$ cat src/design/menu_nav_pkg.sv
// Purpose: Shared constants and types for the multimeter menu navigator
// Assumes: One system clock at 250 MHz
// Notes: Item counts follow the menu listing

package menu_nav_pkg;

   localparam int HEAD_W = 3;
   localparam int ITEM_W = 4;
   localparam int HIST_W = 3;
   localparam int OVL_W = 3;

   // Headings in display order
   localparam logic [HEAD_W-1:0] HEAD_BASIC = 3'h0;
   localparam logic [HEAD_W-1:0] HEAD_PA = 3'h1;
   localparam logic [HEAD_W-1:0] HEAD_IPA = 3'h2;
   localparam logic [HEAD_W-1:0] HEAD_PREAMP = 3'h3;
   localparam logic [HEAD_W-1:0] HEAD_CTRL = 3'h4;
   localparam logic [HEAD_W-1:0] HEAD_OVL = 3'h5;
   localparam logic [HEAD_W-1:0] HEAD_CLOCK = 3'h6;
   localparam logic [HEAD_W-1:0] HEAD_LAST = 3'h6;

   // Sub-item counts per heading
   localparam logic [ITEM_W-1:0] N_BASIC = 4'h7;
   localparam logic [ITEM_W-1:0] N_PA = 4'he;
   localparam logic [ITEM_W-1:0] N_IPA = 4'h6;
   localparam logic [ITEM_W-1:0] N_PREAMP = 4'h4;
   localparam logic [ITEM_W-1:0] N_CTRL = 4'h9;
   localparam logic [ITEM_W-1:0] N_OVL = 4'h7;
   localparam logic [ITEM_W-1:0] N_CLOCK = 4'h6;

   // Overload history depth
   localparam logic [HIST_W-1:0] HIST_LAST = 3'h7;

   // Reset values
   localparam logic [HEAD_W-1:0] HEAD_RST = 3'h0;
   localparam logic [ITEM_W-1:0] ITEM_RST = 4'h0;
   localparam logic [HIST_W-1:0] HIST_RST = 3'h0;

   typedef enum logic [1:0] {
      VIEW_HEAD = 2'b00,
      VIEW_ITEM = 2'b01,
      VIEW_HIST = 2'b11
   } view_type;

endpackage : menu_nav_pkg

$ cat src/design/menu_nav.sv
// Purpose: Front-panel multimeter menu navigation state machine
// Assumes: Keys are raw pins, debounced elsewhere; one press is one edge
// Notes: Overload memory itself lives outside; this block issues clear pulses

`timescale 1ns/1ps
`default_nettype none

// Overview of operation
// - Reset shows basic readings heading
// - Select on basic shows plate current
// - Return from sub-item goes to owner heading
// - Return from heading goes to basic readings
// - Select on any heading but clock shows first sub-item
// - Next on heading advances heading
// - Next on sub-item advances sub-item
// - Previous on heading steps heading back
// - Previous on sub-item steps sub-item back
// - Heading order basic, PA, driver, ... clock
// - Select on overloads shows an overload category
// - Two unlabelled presses clear that category
// - Next/previous move between overload categories
// - Select on category shows latest event
// - Previous in history shows older event
module menu_nav
   import menu_nav_pkg::*;
(
   // Clock and reset
   input wire logic CLK_SYS_I,
   input wire logic RST_I,
   // Pushbuttons, active high, asynchronous
   input wire logic KEY_SELECT_I,
   input wire logic KEY_NEXT_I,
   input wire logic KEY_PREV_I,
   input wire logic KEY_RETURN_I,
   input wire logic KEY_BLANK_I,
   // Display position
   output logic [1:0] VIEW_O,
   output logic [HEAD_W-1:0] HEAD_O,
   output logic [ITEM_W-1:0] ITEM_O,
   output logic [HIST_W-1:0] HIST_O,
   // Overload memory clear
   output logic CLR_OVL_O,
   output logic [OVL_W-1:0] CLR_CAT_O
);

   logic [4:0] meta_ff;
   logic [4:0] sync_ff;
   logic [4:0] prev_ff;
   logic [4:0] press;
   logic p_sel, p_next, p_prev, p_ret, p_blank;
   view_type view_ff;
   logic [HEAD_W-1:0] head_ff;
   logic [ITEM_W-1:0] item_ff;
   logic [HIST_W-1:0] hist_ff;
   logic blank_arm_ff;
   logic clr_ff;
   logic [OVL_W-1:0] clr_cat_ff;
   logic [ITEM_W-1:0] last_item;

   function automatic logic [ITEM_W-1:0] item_count(input logic [HEAD_W-1:0] h);
      unique case (h)
         HEAD_BASIC: item_count = N_BASIC;
         HEAD_PA: item_count = N_PA;
         HEAD_IPA: item_count = N_IPA;
         HEAD_PREAMP: item_count = N_PREAMP;
         HEAD_CTRL: item_count = N_CTRL;
         HEAD_OVL: item_count = N_OVL;
         default: item_count = N_CLOCK;
      endcase
   endfunction : item_count

   // Two-stage synchroniser, then rising-edge detect on stage two
   always_ff @(posedge CLK_SYS_I or posedge RST_I) begin
      if (RST_I) begin
         meta_ff <= 5'h00;
         sync_ff <= 5'h00;
         prev_ff <= 5'h00;
      end else begin
         meta_ff <= {KEY_BLANK_I, KEY_RETURN_I, KEY_PREV_I, KEY_NEXT_I, KEY_SELECT_I};
         sync_ff <= meta_ff;
         prev_ff <= sync_ff;
      end
   end

   assign press = sync_ff & ~prev_ff;
   // One key per cycle wins, in a fixed priority, so the view never splits
   assign p_ret = press[3];
   assign p_sel = press[0] & ~p_ret;
   assign p_next = press[1] & ~p_ret & ~press[0];
   assign p_prev = press[2] & ~p_ret & ~press[0] & ~press[1];
   assign p_blank = press[4] & ~(|press[3:0]);

   assign last_item = item_count(head_ff) - 4'h1;

   // Navigation
   always_ff @(posedge CLK_SYS_I or posedge RST_I) begin
      if (RST_I) begin
         view_ff <= VIEW_HEAD;
         head_ff <= HEAD_RST;
         item_ff <= ITEM_RST;
         hist_ff <= HIST_RST;
      end else begin
         unique case (view_ff)
            VIEW_HEAD: begin
               if (p_ret) begin
                  head_ff <= HEAD_BASIC;
               end else if (p_sel && head_ff != HEAD_CLOCK) begin
                  // Clock-set behaviour is not modelled; select is ignored there
                  view_ff <= VIEW_ITEM;
                  item_ff <= ITEM_RST;
               end else if (p_next) begin
                  head_ff <= (head_ff == HEAD_LAST) ? HEAD_BASIC
                             : head_ff + 3'h1;
               end else if (p_prev) begin
                  head_ff <= (head_ff == HEAD_BASIC) ? HEAD_LAST
                             : head_ff - 3'h1;
               end
            end
            VIEW_ITEM: begin
               if (p_ret) begin
                  view_ff <= VIEW_HEAD;
               end else if (p_sel && head_ff == HEAD_OVL) begin
                  view_ff <= VIEW_HIST;
                  hist_ff <= HIST_RST;
               end else if (p_next) begin
                  item_ff <= (item_ff == last_item) ? ITEM_RST
                             : item_ff + 4'h1;
               end else if (p_prev) begin
                  item_ff <= (item_ff == ITEM_RST) ? last_item
                             : item_ff - 4'h1;
               end
            end
            VIEW_HIST: begin
               if (p_ret) begin
                  view_ff <= VIEW_ITEM;
               end else if (p_prev) begin
                  hist_ff <= (hist_ff == HIST_LAST) ? HIST_RST
                             : hist_ff + 3'h1;
               end else if (p_next) begin
                  hist_ff <= (hist_ff == HIST_RST) ? HIST_LAST : hist_ff - 3'h1;
               end
            end
            default: view_ff <= VIEW_HEAD;
         endcase
      end
   end

   // Overload clear: two unlabelled presses in a row while a category is shown
   always_ff @(posedge CLK_SYS_I or posedge RST_I) begin
      if (RST_I) begin
         blank_arm_ff <= 1'b0;
         clr_ff <= 1'b0;
         clr_cat_ff <= 3'h0;
      end else begin
         clr_ff <= 1'b0;
         if (view_ff != VIEW_ITEM || head_ff != HEAD_OVL || (|press[3:0])) begin
            // Any other key or leaving the category disarms
            blank_arm_ff <= 1'b0;
         end else if (p_blank) begin
            if (blank_arm_ff) begin
               blank_arm_ff <= 1'b0;
               clr_ff <= 1'b1;
               clr_cat_ff <= item_ff[OVL_W-1:0];
            end else begin
               blank_arm_ff <= 1'b1;
            end
         end
      end
   end

   assign VIEW_O = view_ff;
   assign HEAD_O = head_ff;
   assign ITEM_O = item_ff;
   assign HIST_O = hist_ff;
   assign CLR_OVL_O = clr_ff;
   assign CLR_CAT_O = clr_cat_ff;
endmodule : menu_nav

`default_nettype wire

$ cat config.mk
export PLATFORM = sky130hd
export DESIGN_NAME = menu_nav
export DESIGN_NICKNAME = d
export VERILOG_FILES = /design/src/design/menu_nav_pkg.sv /design/src/design/menu_nav.sv
export SDC_FILE = /design/constraint.sdc
export NUM_CORES = 1
export LEC_CHECK = 0
export BUFFER_PORTS_ARGS = -buffer_cell sky130_fd_sc_hd__buf_2
export CAP_MARGIN = 40
export CORE_ASPECT_RATIO = 1.1
export CORE_MARGIN = 3
export CORE_UTILIZATION = 52
export DETAILED_ROUTE_END_ITERATION = 6
export PLACE_DENSITY = 0.85
export SYNTH_ARGS = -nofsm -noshare
export SYNTH_HDL_FRONTEND = slang
export SYNTH_SLANG_ARGS = --single-unit
$ cat constraint.sdc
create_clock -name CLK_SYS_I -period 2.4 [get_ports CLK_SYS_I]
set_input_delay 0.24 -clock CLK_SYS_I [delete_from_list [all_inputs] [get_ports CLK_SYS_I]]
set_output_delay 0.24 -clock CLK_SYS_I [all_outputs]
set_load 0.05 [all_outputs]
### After elaboration in Yosys (flattened, before gate mapping)

Index checks and enable logic that the tools add are counted.

| word-level totals | value |
|---|---|
| bits in registers | 32 |
| input port bits | 7 |

| operators by class | value |
|---|---|
| add/sub/neg operators | 7 |
| eq/ne operators | 23 |
| muxes and demuxes | 36 |
| bitwise logic cells | 14 |
| reductions and logical operators | 19 |

Operators with widths:

| operator | count |
|---|---|
| $mux W3 | 13 |
| $mux W4 | 8 |
| $ne A2 B2 Y1 const B | 8 |
| $pmux W4 S4 | 1 |
| $ne A3 B3 Y1 const B | 5 |
| $eq A3 B3 Y1 const B | 4 |
| $mux W2 | 5 |
| $pmux W4 S2 | 1 |
| $sub A4 B1 Y4 const B | 2 |
| $and A1 B1 Y1 | 7 |
| $add A3 B1 Y3 const B | 2 |
| $logic_not A3 Y1 | 2 |
| $mux W1 | 6 |
| $pmux W2 S3 | 1 |
| $pmux W3 S2 | 1 |
| $reduce_and A3 Y1 | 2 |
| $reduce_and A6 Y1 | 1 |
| $reduce_bool A2 Y1 | 3 |
| $sub A3 B1 Y3 const B | 2 |
| $and A5 B5 Y5 | 1 |
| $not A1 Y1 | 5 |
| $not A5 Y5 | 1 |
| $reduce_and A5 Y1 | 1 |
| $add A4 B1 Y4 const B | 1 |
| 14 further kinds | 16 |

### Depth between registers and ports, before layout

| depth | value |
|---|---|
| word-level depth | 11 |
| mapped depth | 11 |

### Worst setup path after synthesis

Ideal clock, no wire load.

| timing | value |
|---|---|
| path type | flip-flop to flip-flop |
| from | register head_ff[1] (netlist: HEAD_O[1]) |
| to | register item_ff[2] (netlist: ITEM_O[2]) |
| library setup time | 148 ps |
| data arrival time | 2559 ps |
| data required time | 2252 ps |
| setup slack | -307 ps |
| stages on the path, launching flop included | 11 |
| path buffers | 0 |
| period minus slack after synthesis | 2707 ps |
| cells stage by stage | dfrtp_1 inv_1 ha_1 or4b_1 o31ai_1 ha_1 xnor2_1 xnor2_1 nand4_1 o221ai_1 a21oi_1 |

| on the way | value |
|---|---|
| cells in the longest elaborated chain, start to end | 10 |
| elaborated cells on any way between the ends | 22 |
| classes of those cells | 1 x add/sub; 8 x eq/ne; 8 x mux; 5 x reduce/logical |

Ends and longest elaborated chain:

| what | line | source |
|---|---|---|
| start: declaration | menu_nav.sv:52 | `logic [HEAD_W-1:0] head_ff;` |
| start signal: assignment | menu_nav.sv:112 | `head_ff <= (head_ff == HEAD_LAST) ? HEAD_BASIC` |
| start signal: assignment | menu_nav.sv:115 | `head_ff <= (head_ff == HEAD_BASIC) ? HEAD_LAST` |
| $eq A3 B3 Y1 / $logic_not A3 Y1 (equally long branches) | menu_nav.sv:61, menu_nav.sv:122 |  |
| $reduce_or A2 Y1 (no source line) | - |  |
| $pmux W4 S4 | menu_nav.sv:61 | `unique case (h)` |
| $sub A4 B1 Y4 | menu_nav.sv:93 | `assign last_item = item_count(head_ff) - 4'h1;` |
| $eq A4 B4 Y1 / $mux W4 (equally long branches) | menu_nav.sv:126, menu_nav.sv:129 |  |
| $mux W4 (on tied branches) | menu_nav.sv:126, menu_nav.sv:128 |  |
| $mux W4 | menu_nav.sv:125 | `end else if (p_next) begin` |
| $mux W4 | menu_nav.sv:122 | `end else if (p_sel && head_ff == HEAD_OVL) begin` |
| $mux W4 | menu_nav.sv:120 | `if (p_ret) begin` |
| $pmux W4 S2 | menu_nav.sv:103 | `unique case (view_ff)` |
| end signal: assignment | menu_nav.sv:126 | `item_ff <= (item_ff == last_item) ? ITEM_RST` |
| end signal: assignment | menu_nav.sv:129 | `item_ff <= (item_ff == ITEM_RST) ? last_item` |
| end: declaration | menu_nav.sv:53 | `logic [ITEM_W-1:0] item_ff;` |

Parallel ways exist; a longest one is shown, timed or not. The select of a mux whose other input is x is not followed.
A chain may end at the register's enable or synchronous reset.

### Worst setup path in the final report

| timing | value |
|---|---|
| from | register head_ff[0] (netlist: HEAD_O[0]) |
| to | register item_ff[2] (netlist: ITEM_O[2]) |

The elaborated chain is that of the path after synthesis.

==> flow_metrics.py <==
metrics = {
    "outcome": {
        "status": "finished with violations",
        "violations": "negative setup slack",
    },
    "min_path": {
        "hold_class": "input port to flip-flop",
    },
    "setup_path": {
        "critPathArrivalTime_ns": 2.68,
        "critPathRequiredTime_ns": 2.63,
        "path_max_fanout": 7,
        "crit_slowest_cell": "dfrtp_4",
        "crit_path_end_kind": "flip-flop",
        "worstPathCellList": "inv_4, ha_4, or4b_4, o31ai_2, ha_2, xnor2_2, xnor2_1, nand4_1, o221ai_2, a21oi_1",
        "critPathLaunchType": "flip-flop",
        "critical-path-max-stage-delay_ns": 0.51,
        "critical_path_class": "flip-flop to flip-flop",
    },
    "yosys": {
        "synth_compound_area_share_pct": 16.8,
        "syn_area_um2": 1920,
        "async_reset_ff_share_pct": 100,
        "postSynthAreaPerCell_um2": 10.7,
        "yosys.area_share.simple_pct": 16.5,
        "synthMuxAreaShare_pct": 6.00,
        "ys_types": 55,
        "synth_top_family_by_area": "compound AO/OA/AOI/OAI gates",
        "yosysSeqAreaShare_pct": 41.7,
        "synth_ff_type": "dfrtp_1",
        "ys_seq_elements": 32,
        "synth_xor_area_share_pct": 3.19,
        "synthAdderAreaFrac_pct": 11.7,
        "synth_edf_count": 0,
        "yosysWarnings": 0,
        "syn_nets": 205,
        "syn_inst": 180,
    },
    "sta": {
        "min_period_ns": 2.45,
        "slew_headroom_pct": 62.1,
        "fin_skew_ns": 0.0197,
        "fin_tns_setup_ns": -0.0497,
        "period_share_pct": 102,
        "worst_slack_ns": -0.0497,
        "hold_viol_final": 0,
        "worst_pin_slew_ns": 0.563,
        "max_freq_ghz": 0.408,
        "setup_viol": 1,
        "report.final.slew_viol_count": 0,
        "rsz0062_at_grt": "yes",
    },
    "final_layout": {
        "finalNetCount": 241,
        "final_core_util_pct": 67.3,
        "multi_input_area_um2": 1120,
        "diodes": 0,
        "drive_gt1_share_pct": 29.0,
        "area_growth_pct": 20.6,
        "stdcell_count": 265,
        "seq_area_um2": 807,
        "nFillCells": 256,
    },
    "clocking": {
        "htreeDepth": 2,
        "numCtsBuffers": 5,
        "clockRootBuffer": "clkbuf_4",
        "clock_latency_ns": 0.33,
        "cts.clk_slew.worst_paths_ns": 0.11,
        "cts.sinks": 32,
        "cts_max_path_buffers": 2,
        "cts_tree": "yes",
    },
    "global_routing": {
        "grt_pass1_vias": 1610,
        "grt_overflow": 0,
        "track_usage_pct": 20.1,
        "grt_first_pass_wirelength_um": 7160,
        "antenna_found_initial": 0,
        "grt_max_degree": 33,
    },
    "route": {
        "vias": 1535,
        "via_per_inst": 5.79,
        "postRouteAntennaNets": 0,
        "drtIter0Drc": 139,
        "wl_per_cell_um": 14.7,
        "route.detailed.drc": 0,
        "drt_pass1_iterations": 4,
        "drt_wl_total_um": 3900,
    },
    "placement": {
        "hpwl_um": 2880,
        "gp_congestion": 0.939,
        "place_inst": 252,
        "io_buffers": 22,
    },
    "power": {
        "vdd.ir_drop.worst_mv": 0.677,
        "power_density_nw_per_um2": 1160,
        "leakagePower_nw": 1.07,
    },
    "floorplanning": {
        "core_um2": 3440,
        "std_cell_rows": 22,
        "die_area_um2": 4460,
        "die_x_um": 63.9,
        "ios": 23,
        "die_h_um": 69.7,
        "start_util_pct": 55.8,
    },
    "run": {
        "maxCapViolCount": 0,
    },
}
cells in the final DEF, fill, tap and decap left out, types with 4 or more instances in the layout:
master,instances
inv_1,11
xnor2_1,4
nand2_1,10
buf_2,22
mux2i_1,7
a21oi_1,11
dlygate4sd3_1,4
o22ai_1,4
nor2_1,5
o21ai_0,4
nand3_1,5
ha_4,4
buf_4,7
ha_1,13
clkbuf_4,5
dfrtp_1,29
synthesized netlist by cell type, drive strengths merged, types with 2 or more instances:
cell | number | area (um2)
dfrtp | 32 | 801
ha | 18 | 225
inv | 14 | 52.6
a21oi | 11 | 55.1
nand2 | 10 | 37.5
o21ai | 8 | 40.0
mux2i | 7 | 70.1
nor3 | 6 | 51.3
nand3 | 5 | 25.0
nor2 | 5 | 18.8
nor2b | 5 | 43.8
xnor2 | 5 | 43.8
buf | 4 | 26.3
mux2 | 4 | 45.0
o22ai | 4 | 25.0
a221oi | 3 | 26.3
nand2b | 3 | 21.3
nand4 | 3 | 18.8
a2bb2oi | 2 | 17.5
nand4b | 2 | 17.5
nor4 | 2 | 12.5
o211ai | 2 | 28.8
o31ai | 2 | 15.0
xor2 | 2 | 17.5
layer usage:
layer	vias up	GRT usage, %	share of wire (%)
met5	-	0	0
met4	0	6.47	2.3
li1	736	-	-
met3	10	5.19	5.3
met2	53	33.8	51
met1	736	24.9	41
report_power, final:
part / internal [mW] / switching [mW] / leakage [nW]
registers: 0.637 / 0.143 / 0.395
logic: 0.606 / 0.948 / 0.637
clock network: 0.172 / 0.174 / 0.0386
per-stage QoR:
| step | setup WS (ns) | hold WS (ns) | power (mW) | cell area [um2] |
|---|---|---|---|---|
| finish | -0.0497 | 0.0277 | 2.68 | 2310 |
| global route | -0.141 | 0.000845 | 2.90 | 2310 |
| CTS | 0.00746 | 0.00855 | 2.65 | 2290 |
| detailed placement | 0.00631 | 0.336 | 2.28 | 2180 |
| global placement | 0.0692 | 0.333 | 2.24 | 2180 |
| floorplan | -0.0258 | 0.271 | 1.95 | 1990 |
layout make-up:
class	instances	area share, %
multi-input combinational	130	48.3
inverter	14	2.49
clock buffer	8	2.97
tap	48	2.59
timing repair buffer	33	8.76
sequential	32	34.9
flip-flops by register name, summed over array words and instances (netlist names):
register	flops
blank_arm_ff	1
meta_ff	5
prev_ff	5
CLR_CAT_O	3
ITEM_O	4
HIST_O	3
sync_ff	5
CLR_OVL_O	1
VIEW_O	2
HEAD_O	3
repair_timing:
| item | in CTS | in global routing |
|---|---|---|
| setup endpoints to repair | 1 | 4 |
| gates resized for setup | 0 | 5 |
| hold buffers | 4 | 0 |
| endpoints found under the hold margin | 35 | 0 |
| setup buffers | 1 | 0 |
| pin swaps | 1 | 4 |
logic make-up after synthesis:
group,count (synthesis)
adders and majority gates,18
xor gates and xnor gates,7
and+or+nand+nor,49
muxes,11
AOI/OAI and AO/OA,45
DFF,32
buffers and inverters,18
critical path, delay by kind of cell (launching register included):
family | cells | cell delay (ns)
XOR/XNOR | 2 | 0.24
AO/OA/AOI/OAI | 3 | 0.42
AND/OR/NAND/NOR | 2 | 0.71
flip-flops | 1 | 0.51
buffers and inverters | 1 | 0.06
adder cells (fa/ha/maj) | 2 | 0.40
worst paths after layout:
kind / cells past startpoint / endpoint / start / slack (ns)
worst max-delay path: 10 / ITEM_O[2] / HEAD_O[0] / -0.05
worst min-delay path: 1 / meta_ff[4] / KEY_BLANK_I / 0.03
worst max register to register: 10 / ITEM_O[2] / HEAD_O[0] / -0.05
worst min register to register: 0 / sync_ff[1] / meta_ff[1] / 0.34
max in group asynchronous: 4 / HEAD_O[1] / RST_I / 1.57
min in group asynchronous: 4 / HEAD_O[0] / RST_I / 0.52
(Power assumes the default switching activity.)
